==> src/sdb_pkg.sv <==
package sdb_pkg;
	localparam logic [7:0] SDB_ADDR = 8'h99;
	localparam logic [7:0] SDB_RESET = 8'h00;
	localparam int SYS_CLK_HZ = 25000000;
	localparam int BAUD_DEFAULT = 115200;
	localparam int BIT_CYCLES = SYS_CLK_HZ / BAUD_DEFAULT;
	localparam int DATA_BITS = 8;
	localparam logic [3:0] NINTH_IDX = 4'h8;

	typedef struct packed {
		logic [7:0] data;
		logic ninth;
	} tx_word_t;

	typedef enum logic [2:0] {
		ST_IDLE = 3'b000,
		ST_START = 3'b001,
		ST_DATA = 3'b011,
		ST_STOP = 3'b010
	} tx_state_t;
endpackage : sdb_pkg

==> src/sdb_skid.sv <==
`timescale 1ns/1ps
module sdb_skid #(
	parameter int W = 9
) (
	// Clock and reset
	input wire logic sys_clk_i,
	input wire logic rst_i,
	// Fill side
	input wire logic in_valid_i,
	output logic in_ready_o,
	input wire logic [W-1:0] in_data_i,
	// Drain side
	output logic out_valid_o,
	input wire logic out_ready_i,
	output logic [W-1:0] out_data_o
);
	logic [W-1:0] mem_ff [2];
	logic [W-1:0] nxt_mem [2];
	logic [1:0] cnt_ff, nxt_cnt;
	logic rd_ff, nxt_rd;
	logic wr_ff, nxt_wr;
	logic push, pop;

	assign in_ready_o = (cnt_ff != 2'h2);
	assign out_valid_o = (cnt_ff != 2'h0);
	assign out_data_o = mem_ff[rd_ff];
	assign push = in_valid_i && in_ready_o;
	assign pop = out_valid_o && out_ready_i;

	always_comb begin
		nxt_mem = mem_ff;
		nxt_cnt = cnt_ff;
		nxt_rd = rd_ff;
		nxt_wr = wr_ff;
		if (push) begin
			nxt_mem[wr_ff] = in_data_i;
			nxt_wr = ~wr_ff;
		end
		if (pop) begin
			nxt_rd = ~rd_ff;
		end
		if (push && !pop) begin
			nxt_cnt = cnt_ff + 2'h1;
		end else if (pop && !push) begin
			nxt_cnt = cnt_ff - 2'h1;
		end
	end

	always_ff @(posedge sys_clk_i or posedge rst_i) begin
		if (rst_i) begin
			mem_ff[0] <= '0;
			mem_ff[1] <= '0;
			cnt_ff <= 2'h0;
			rd_ff <= 1'b0;
			wr_ff <= 1'b0;
		end else begin
			mem_ff <= nxt_mem;
			cnt_ff <= nxt_cnt;
			rd_ff <= nxt_rd;
			wr_ff <= nxt_wr;
		end
	end

	// Fill level never passes two, and a full buffer refuses new words
	property p_no_overfill;
		@(posedge sys_clk_i) disable iff (rst_i)
		(cnt_ff <= 2'h2) && (cnt_ff != 2'h2 || !in_ready_o);
	endproperty
	a_no_overfill: assert property (p_no_overfill) else $error("buffer accepts while full");
endmodule : sdb_skid

==> src/serial_data_buffer.sv <==
// Functional notes
// - The data buffer is decoded at register address 0x99 regardless of the selected page.
// - Behind that one address sit a transmit path and a separate receive latch.
// - A write loads the whole eight-bit byte for shifting out on the line.
// - Every byte write taken while wr_ready_o is high starts a serial transmission by itself; a write while it is low is dropped.
// - A read returns the receive latch, never the byte last written.
// - Transmit-done is set after bit eight in 8-bit mode, or at the stop bit start in 9-bit mode.
// - In 9-bit mode the ninth transmit bit control is sent after the eight data bits.
`timescale 1ns/1ps
module serial_data_buffer #(
	parameter int BIT_CYCLES = sdb_pkg::BIT_CYCLES
) (
	// Clock and reset
	input wire logic sys_clk_i,
	input wire logic rst_i,
	// Register access
	input wire logic [7:0] reg_addr_i,
	input wire logic reg_wr_i,
	input wire logic reg_rd_i,
	input wire logic [7:0] reg_wdata_i,
	output logic [7:0] reg_rdata_o,
	output logic wr_ready_o,
	// Serial port controls
	input wire logic nine_bit_mode_i,
	input wire logic ninth_transmit_bit_i,
	input wire logic rx_load_i,
	input wire logic [7:0] rx_byte_i,
	// Line and status
	output logic txd_o,
	output logic transmit_done_o,
	output logic tx_busy_o
);
	localparam int CW = $clog2(BIT_CYCLES + 1);

	logic sel, wr_hit;
	logic [7:0] rx_latch_ff, nxt_rx_latch;
	logic [7:0] rdata_ff, nxt_rdata;
	sdb_pkg::tx_state_t st_ff, nxt_st;
	logic [8:0] shreg_ff, nxt_shreg;
	logic [3:0] bit_ff, nxt_bit;
	logic [CW-1:0] tick_ff, nxt_tick;
	logic nine_ff, nxt_nine;
	logic txd_ff, nxt_txd;
	logic done_ff, nxt_done;
	logic bit_end;
	logic q_valid, q_ready;
	sdb_pkg::tx_word_t q_word, in_word;

	assign sel = (reg_addr_i == sdb_pkg::SDB_ADDR);
	assign wr_hit = sel && reg_wr_i;
	assign in_word = '{data: reg_wdata_i, ninth: ninth_transmit_bit_i};

	sdb_skid #(.W(9)) u_skid (
		.sys_clk_i(sys_clk_i),
		.rst_i(rst_i),
		.in_valid_i(wr_hit),
		.in_ready_o(wr_ready_o),
		.in_data_i(in_word),
		.out_valid_o(q_valid),
		.out_ready_i(q_ready),
		.out_data_o(q_word)
	);

	// Receive latch and read data path, separate from the transmit path
	always_comb begin
		nxt_rx_latch = rx_latch_ff;
		nxt_rdata = rdata_ff;
		if (rx_load_i) begin
			nxt_rx_latch = rx_byte_i;
		end
		if (sel && reg_rd_i) begin
			nxt_rdata = rx_latch_ff;
		end
	end

	always_ff @(posedge sys_clk_i or posedge rst_i) begin
		if (rst_i) begin
			rx_latch_ff <= sdb_pkg::SDB_RESET;
			rdata_ff <= sdb_pkg::SDB_RESET;
		end else begin
			rx_latch_ff <= nxt_rx_latch;
			rdata_ff <= nxt_rdata;
		end
	end

	assign reg_rdata_o = rdata_ff;

	// Transmitter
	assign bit_end = (tick_ff == CW'(BIT_CYCLES - 1));
	assign q_ready = (st_ff == sdb_pkg::ST_IDLE);

	always_comb begin
		nxt_st = st_ff;
		nxt_shreg = shreg_ff;
		nxt_bit = bit_ff;
		nxt_tick = bit_end ? '0 : tick_ff + CW'(1);
		nxt_nine = nine_ff;
		nxt_txd = txd_ff;
		nxt_done = 1'b0;
		case (st_ff)
			sdb_pkg::ST_IDLE: begin
				nxt_tick = '0;
				nxt_txd = 1'b1;
				if (q_valid) begin
					nxt_shreg = {q_word.ninth, q_word.data};
					nxt_nine = nine_bit_mode_i;
					nxt_bit = 4'h0;
					nxt_txd = 1'b0;
					nxt_st = sdb_pkg::ST_START;
				end
			end
			sdb_pkg::ST_START: begin
				if (bit_end) begin
					nxt_txd = shreg_ff[0];
					nxt_shreg = {1'b0, shreg_ff[8:1]};
					nxt_st = sdb_pkg::ST_DATA;
				end
			end
			sdb_pkg::ST_DATA: begin
				if (bit_end) begin
					nxt_bit = bit_ff + 4'h1;
					if ((!nine_ff && bit_ff == 4'h7) || (nine_ff && bit_ff == sdb_pkg::NINTH_IDX)) begin
						nxt_txd = 1'b1;
						nxt_done = 1'b1;
						nxt_st = sdb_pkg::ST_STOP;
					end else begin
						nxt_txd = shreg_ff[0];
						nxt_shreg = {1'b0, shreg_ff[8:1]};
					end
				end
			end
			sdb_pkg::ST_STOP: begin
				if (bit_end) begin
					nxt_st = sdb_pkg::ST_IDLE;
				end
			end
			default: begin
				nxt_st = sdb_pkg::ST_IDLE;
			end
		endcase
	end

	always_ff @(posedge sys_clk_i or posedge rst_i) begin
		if (rst_i) begin
			st_ff <= sdb_pkg::ST_IDLE;
			shreg_ff <= 9'h000;
			bit_ff <= 4'h0;
			tick_ff <= '0;
			nine_ff <= 1'b0;
			txd_ff <= 1'b1;
			done_ff <= 1'b0;
		end else begin
			st_ff <= nxt_st;
			shreg_ff <= nxt_shreg;
			bit_ff <= nxt_bit;
			tick_ff <= nxt_tick;
			nine_ff <= nxt_nine;
			txd_ff <= nxt_txd;
			done_ff <= nxt_done;
		end
	end

	assign txd_o = txd_ff;
	assign transmit_done_o = done_ff;
	assign tx_busy_o = (st_ff != sdb_pkg::ST_IDLE);

	property p_rd_latch;
		@(posedge sys_clk_i) disable iff (rst_i)
		sel && reg_rd_i |=> reg_rdata_o == $past(rx_latch_ff);
	endproperty
	a_rd_latch: assert property (p_rd_latch) else $error("read not from latch");

	property p_start;
		@(posedge sys_clk_i) disable iff (rst_i)
		st_ff == sdb_pkg::ST_IDLE && q_valid |=> !txd_o && st_ff == sdb_pkg::ST_START;
	endproperty
	a_start: assert property (p_start) else $error("write did not start frame");

	property p_done_stop;
		@(posedge sys_clk_i) disable iff (rst_i)
		transmit_done_o |-> st_ff == sdb_pkg::ST_STOP && txd_o && tick_ff == '0;
	endproperty
	a_done_stop: assert property (p_done_stop) else $error("done not at stop");

	property p_wr_queued;
		@(posedge sys_clk_i) disable iff (rst_i)
		wr_hit && wr_ready_o && st_ff == sdb_pkg::ST_IDLE && !q_valid
			|=> q_valid && q_word.data == $past(reg_wdata_i);
	endproperty
	a_wr_queued: assert property (p_wr_queued) else $error("byte not loaded");

	property p_decode;
		@(posedge sys_clk_i) disable iff (rst_i)
		reg_wr_i && reg_addr_i != sdb_pkg::SDB_ADDR && !q_valid
			&& st_ff == sdb_pkg::ST_IDLE |=> !q_valid;
	endproperty
	a_decode: assert property (p_decode) else $error("foreign address accepted");

	property p_ninth;
		@(posedge sys_clk_i) disable iff (rst_i)
		st_ff == sdb_pkg::ST_DATA && nine_ff && bit_ff == 4'h7 && bit_end
			|=> txd_o == $past(shreg_ff[0]);
	endproperty
	a_ninth: assert property (p_ninth) else $error("ninth bit wrong");

	property p_rx_sep;
		@(posedge sys_clk_i) disable iff (rst_i)
		wr_hit && !rx_load_i |=> rx_latch_ff == $past(rx_latch_ff);
	endproperty
	a_rx_sep: assert property (p_rx_sep) else $error("write hit receive latch");

	property p_done_once;
		@(posedge sys_clk_i) disable iff (rst_i)
		transmit_done_o |=> !transmit_done_o;
	endproperty
	a_done_once: assert property (p_done_once) else $error("done longer than pulse");
endmodule : serial_data_buffer

==> config.mk <==
export PLATFORM = sky130hd
export DESIGN_NAME = serial_data_buffer
export DESIGN_NICKNAME = d
export VERILOG_FILES = /design/src/sdb_pkg.sv /design/src/sdb_skid.sv /design/src/serial_data_buffer.sv
export SDC_FILE = /design/constraint.sdc
export NUM_CORES = 1
export LEC_CHECK = 0
export BUFFER_PORTS_ARGS = -buffer_cell sky130_fd_sc_hd__buf_2
export CORE_MARGIN = 2
export CORE_UTILIZATION = 55
export DETAILED_ROUTE_END_ITERATION = 7
export PLACE_DENSITY = 0.88
export SYNTH_ARGS = -nofsm -noshare
export SYNTH_HDL_FRONTEND = slang
export SYNTH_SLANG_ARGS = --single-unit
==> constraint.sdc <==
create_clock -name sys_clk_i -period 2.4 [get_ports sys_clk_i]
set_input_delay 0 -clock sys_clk_i [delete_from_list [all_inputs] [get_ports sys_clk_i]]
set_output_delay 0 -clock sys_clk_i [all_outputs]
set_load 0.02 [all_outputs]
After elaboration in Yosys (flattened, before gate mapping)

Cells that the tools add are included.
Widths: inputs -> output; s select.

Register bits: 65
Latch bits: 0
Memory bits (writable): 0
Bits in read-only memories: 0
Output and inout bits: 12
Word-level logic and storage cells: 95
Memories: 0

$add $sub $neg: 4
Multiply operators: 0
Divide/modulo/power cells: 0
Magnitude comparators: 3
Equal/unequal tests: 14
Shift operators: 0
Muxes and demuxes: 32
Bitwise operators: 4
Reductions and logical operators: 24

Operators by type and width:

| kind                | number |
|---|---|
| $mux 9              | 8 |
| $pmux 9 s3          | 1 |
| $bwmux 18           | 1 |
| $eq 8x8->1 const B  | 2 |
| $mux 8              | 2 |
| $mux 3              | 5 |
| $ne 2x2->1 const B  | 6 |
| $pmux 3 s4          | 1 |
| $reduce_and 5->1    | 2 |
| $demux 9 s1         | 1 |
| $logic_and 1x1->1   | 9 |
| $add 8x1->8 const B | 1 |
| $mux 4              | 2 |
| $pmux 4 s2          | 1 |
| $mux 1              | 7 |
| $eq 3x2->1 const B  | 2 |
| $reduce_and 3->1    | 2 |
| $reduce_bool 2->1   | 3 |
| $reduce_bool 3->1   | 2 |
| $add 4x1->4 const B | 1 |
| $eq 4x3->1 const B  | 1 |
| $eq 4x4->1 const B  | 1 |
| $ge 2x2->1 const B  | 2 |
| $mux 2              | 2 |
| 12 further kinds    | 16 |

Longest topological paths before layout

Word-level depth: 7
Gate-level depth with buffers: 9
Gate-level depth less buffers: 8

Cells and area by module

A second synthesis with hierarchy kept.

Cells, all modules: 227
Area total of the unflattened synthesis: 3,030.4 µm²

By module, submodules not included:

| module             | instances | cells an instance | area each (µm²) |
|---|---|---|---|
| serial_data_buffer | 1         | 162               | 2,009.4 |
| sdb_skid           | 1         | 65                | 1,021.0 |

Worst setup path after synthesis

No wires, ideal clock.

Kind: reg-to-reg
From: register tick_ff[0]
To: register shreg_ff[0]
Library setup time: 0.127 ns
Arrival time: 1.753 ns
Data required time: 2.273 ns
Setup slack: 0.520 ns
Cell stages (with the launch flop): 8
Buffers on the path: 1
Period minus slack after synthesis: 1.880 ns
Path through: dfrtp_1 -> inv_1 -> ha_1 -> or3b_4 -> nor2_2 -> a32o_1 -> buf_6 -> mux2_1

Word-level cells in the longest chain between the ends: 3

Ends and longest elaborated chain:

| element                      | RTL line                  | text |
|---|---|---|
| start: declaration           | serial_data_buffer.sv:41  | `logic [CW-1:0] tick_ff, nxt_tick;` |
| start signal: assignment     | serial_data_buffer.sv:156 | `tick_ff <= nxt_tick;` |
| $eq 8x8->1 *                 | serial_data_buffer.sv:89  | `assign bit_end = (tick_ff == CW'(BIT_CYCLES - 1));` |
| $ne 2x2->1 (no line)         | n/a                       |  |
| $reduce_and 5->1 (no line) * | n/a                       |  |
| end signal: assignment       | serial_data_buffer.sv:154 | `shreg_ff <= nxt_shreg;` |
| end: declaration             | serial_data_buffer.sv:39  | `logic [8:0] shreg_ff, nxt_shreg;` |

Mark *: on every way between the ends. The rest lies on a longest branch, timed or not.
A chain may end at the register's enable or synchronous reset.

Worst setup path in the final report

From: register tick_ff[0]
To: register shreg_ff[4]

The elaborated chain is that of the path after synthesis.

==> metrics.md <==
| Metric | Value |
|---|---|
| Placed Instances | `about 340` |
| Chip Height | `roughly 76 um` |
| DR DRC count | `0` |
| Clock-pin transition on the worst setup and hold timing paths | `roughly 0.070 ns` |
| FP Rows | `26` |
| Clock latency on the worst-skew pair | `0.34 ns` |
| Max clock buf depth | `2` |
| Leak pwr | `approximately 1.8 nW` |
| Sequential cell area fraction in the yosys report | `0.557` |
| Htree depth | `3` |
| Layout Skew | `0.00444 ns` |
| Synth warnings | `0` |
| Status | `complete, no violations` |
| Worst VDD drop | `about 0.00047 V` |
| Setup Fix Bufs, Post-CTS | `0` |
| Synthesized area per cell | `12.7 sq um` |
| First-pass GRT wire length | `10.2 mm` |
| RSZ-0062 raised after global routing | `false` |
| Synth Area in Compound Gates | `0.0352` |
| Initial Util | `0.567` |
| Antenna violations before repair | `0` |
| Final setup violation count | `0` |
| Core Region | `around 5100 sq um` |
| Most numerous cell in the Yosys netlist | `dfrtp_1` |
| DP Wirelength | `between 3 and 4 mm` |
| Worst-margin pin slew | `about 0.61 ns` |
| Fmax | `about 470 MHz` |
| CTS root buffer | `clkbuf_8` |
| Total Wirelength | `between 5 and 6 mm` |
| Max-cap violation count | `0` |
| Buffers on Ports | `42` |
| GPL Wtd Cong | `0.849` |
| Net Sw Frac | `0.212` |
| Adder-cell share of the synthesized area | `0.0217` |
| Die Wd | `76.3 um` |
| CP endpoint kind | `flip-flop` |
| Area of the die | `5830 sq um` |
| Post-synth design cell area | `approximately 2900 sq um` |
| Nets | `about 330` |
| Post-synthesis simple-gate area fraction | `0.107` |
| Sequential Power Share | `0.515` |
| Hold Path Origin | `reg_wr_i` |
| Period utilisation layout | `0.895` |
| WL/cell | `approximately 16 um` |
| Clock period minus worst slack | `approximately 2.1 ns` |
| Share of cells above drive strength 1 | `0.286` |
| Total Routing Usage GR | `0.226` |
| CTS tree | `yes` |
| Largest family of logic cells by synthesized area | `multiplexers` |
| Worst reg2reg startpoint | `tick_ff[0]` |
| Post-route ant nets | `0` |
| Via Count | `2004` |
| Distinct cells, synth | `38` |
| Layout Cells excl Fill | `roughly 370` |
| Post-synth ARST share | `1.00` |
| Largest cells by area after synthesis | `dfrtp_1, mux2_1, mux2_2, mux2i_1, nor2_1` |
| Area Overhead vs Synth | `23.6%` |
| Net switching power of the design | `roughly 0.00046 W` |
| Slew margin rel. | `0.594` |
| Post-synth top flop | `dfrtp_1` |
| Worst setup SP type | `flip-flop` |
| Yosys top cell area share | `0.548` |
| Post-DR vias/cell | `between 5 and 6` |
| Setup ws final | `between 0.2 and 0.3 ns` |
| Fin. max-slew vios | `0` |
| Syn nets | `roughly 260` |
| Pre-CTS setup slack | `between 0.15 and 0.2 ns` |
| Critical Path Fanout Max | `10` |
| Crit path kind | `flip-flop to flip-flop` |
| Seq cells post-synth | `64` |
| Worst EP required | `2.62 ns` |
| Vias in the first global route | `2241` |
| Grt ovf | `0` |
| Cells after Synth | `227` |
| Combinational share of power | `0.056` |
| Clock sink total | `64` |
| Number of synthesized flops with an enable pin | `0` |
| Commonest cells post-synth | `dfrtp_1, mux2_1, nor2_1, mux2_2, nand2_1` |
| CP arrival | `~2.4 ns` |
| 1st-iter DRT viols | `74` |
| Worst setup startpoint | `tick_ff[0]` |
| Post-synth top area cell | `dfrtp_1` |
| Largest net degree at the start of global routing | `30` |
| PnR Total Power | `0.00216 W` |
| Ant diodes | `0` |
| Clk pwr share | `0.429` |
| Final setup TNS | `0 ns` |
| Pwr per Cell Area | `a little over 600 nW/um^2` |
| Final Hold Fails | `0` |
| Area share of xor/xnor cells in the synthesized design | `0.0396` |
| Pint | `between 0.0015 and 0.002 W` |
| HP Class | `input port to flip-flop` |
| Drt first pass iters | `4` |
| Mux cell area share after synthesis | `0.210` |
| CTS Buf Count | `9` |
| Ports | `43` |
==> final timing paths <==
kind	slack (ns)	cells past startpoint	endpoint
worst max register to register	0.25	6	shreg_ff[4]
max in group asynchronous	1.41	4	bit_ff[1]
worst max-delay path	0.25	6	shreg_ff[4]
min in group asynchronous	0.29	3	u_skid.mem_ff[12]
worst min-delay path	0.03	4	u_skid.wr_ff
worst min register to register	0.49	1	u_skid.mem_ff[11]
==> layout by cell type (no fill, tap or decap), drive strengths merged, types with 6 or more instances in the layout <==
cell,Yosys,layout
xor2,6,6
nand2,15,15
mux2,44,44
o21ai,9,9
clkbuf,4,13
dfrtp,63,63
xnor2,7,7
inv,12,12
mux2i,11,11
dlygate4sd3,0,19
nor2,19,19
buf,3,46
==> kinds of logic (layout without fill, tap and decap cells) <==
kind of cell               Yosys count  in the layout
adders and majority gates            5              5
and+or+nand+nor                     54             54
AOI/OAI and AO/OA                   17             17
muxes                               55             55
xor gates and xnor gates            13             13
DFF                                 64             64
buffers and inverters               19             93
==> layout make-up <==
type / instances / area (sq um)
flip-flops and latches: 64 / 1600
fillers: 363 / 1520
multi-input cells: 144 / 1190
repair buffers: 65 / 430
clock buffers: 13 / 159
well taps: 70 / 87.6
inverters: 12 / 45.0
clock inverters: 3 / 40.0
==> state kept, by name, indices dropped and copies added (netlist names) <==
signal,flops
u_skid.mem_ff,18
shreg_ff,9
reg_rdata_o,8
rx_latch_ff,8
tick_ff,8
bit_ff,4
st_ff,2
u_skid.cnt_ff,2
nine_ff,1
transmit_done_o,1
txd_o,1
u_skid.rd_ff,1
u_skid.wr_ff,1
==> per-layer routing <==
metal | vias to the layer above | global-route usage | wire [um]
li1 | 925 | - | -
met2 | 56 | 0.407 | 3200
met5 | - | 0 | 0
met3 | 14 | 0.0486 | 250
met4 | 0 | 0.118 | 156
met1 | 1009 | 0.250 | 2290
==> power groups by stage <==
stage | logic, W | clock network [W] | registers, W
global route | 0.000133 | 0.000990 | 0.00111
floorplan | 0.0000438 | 0 | 0.00114
global placement | 0.0000937 | 0 | 0.00113
detailed placement | 0.0000976 | 0 | 0.00113
finish | 0.000121 | 0.000925 | 0.00111
CTS | 0.000121 | 0.000941 | 0.00111
==> critical path: stages, from the launching register on <==
cell     delay [ns]
dfrtp_1        0.42
inv_1          0.08
ha_1           0.18
or3b_4         0.42
nor2_2         0.16
a32o_2         0.39
mux2_1         0.37
==> per-stage QoR <==
stage	utilization	area (sq um)	hold slack, ns
2_1_floorplan	-	2880	0.132
3_3_place_gp	0.624	3170	0.100
3_5_place_dp	0.624	3170	0.0998
4_1_cts	0.701	3560	0.0270
5_1_grt	0.701	3560	0.0362
6_report	0.701	3560	0.0336
==> what timing repair did <==
item / 4_1_cts / 5_1_grt
endpoints found under the hold margin: 53 / 0
setup endpoints to repair: 0 / 9
hold buffers: 19 / 0
resized for setup: 0 / 1
Power figures use the tool's default switching activity.
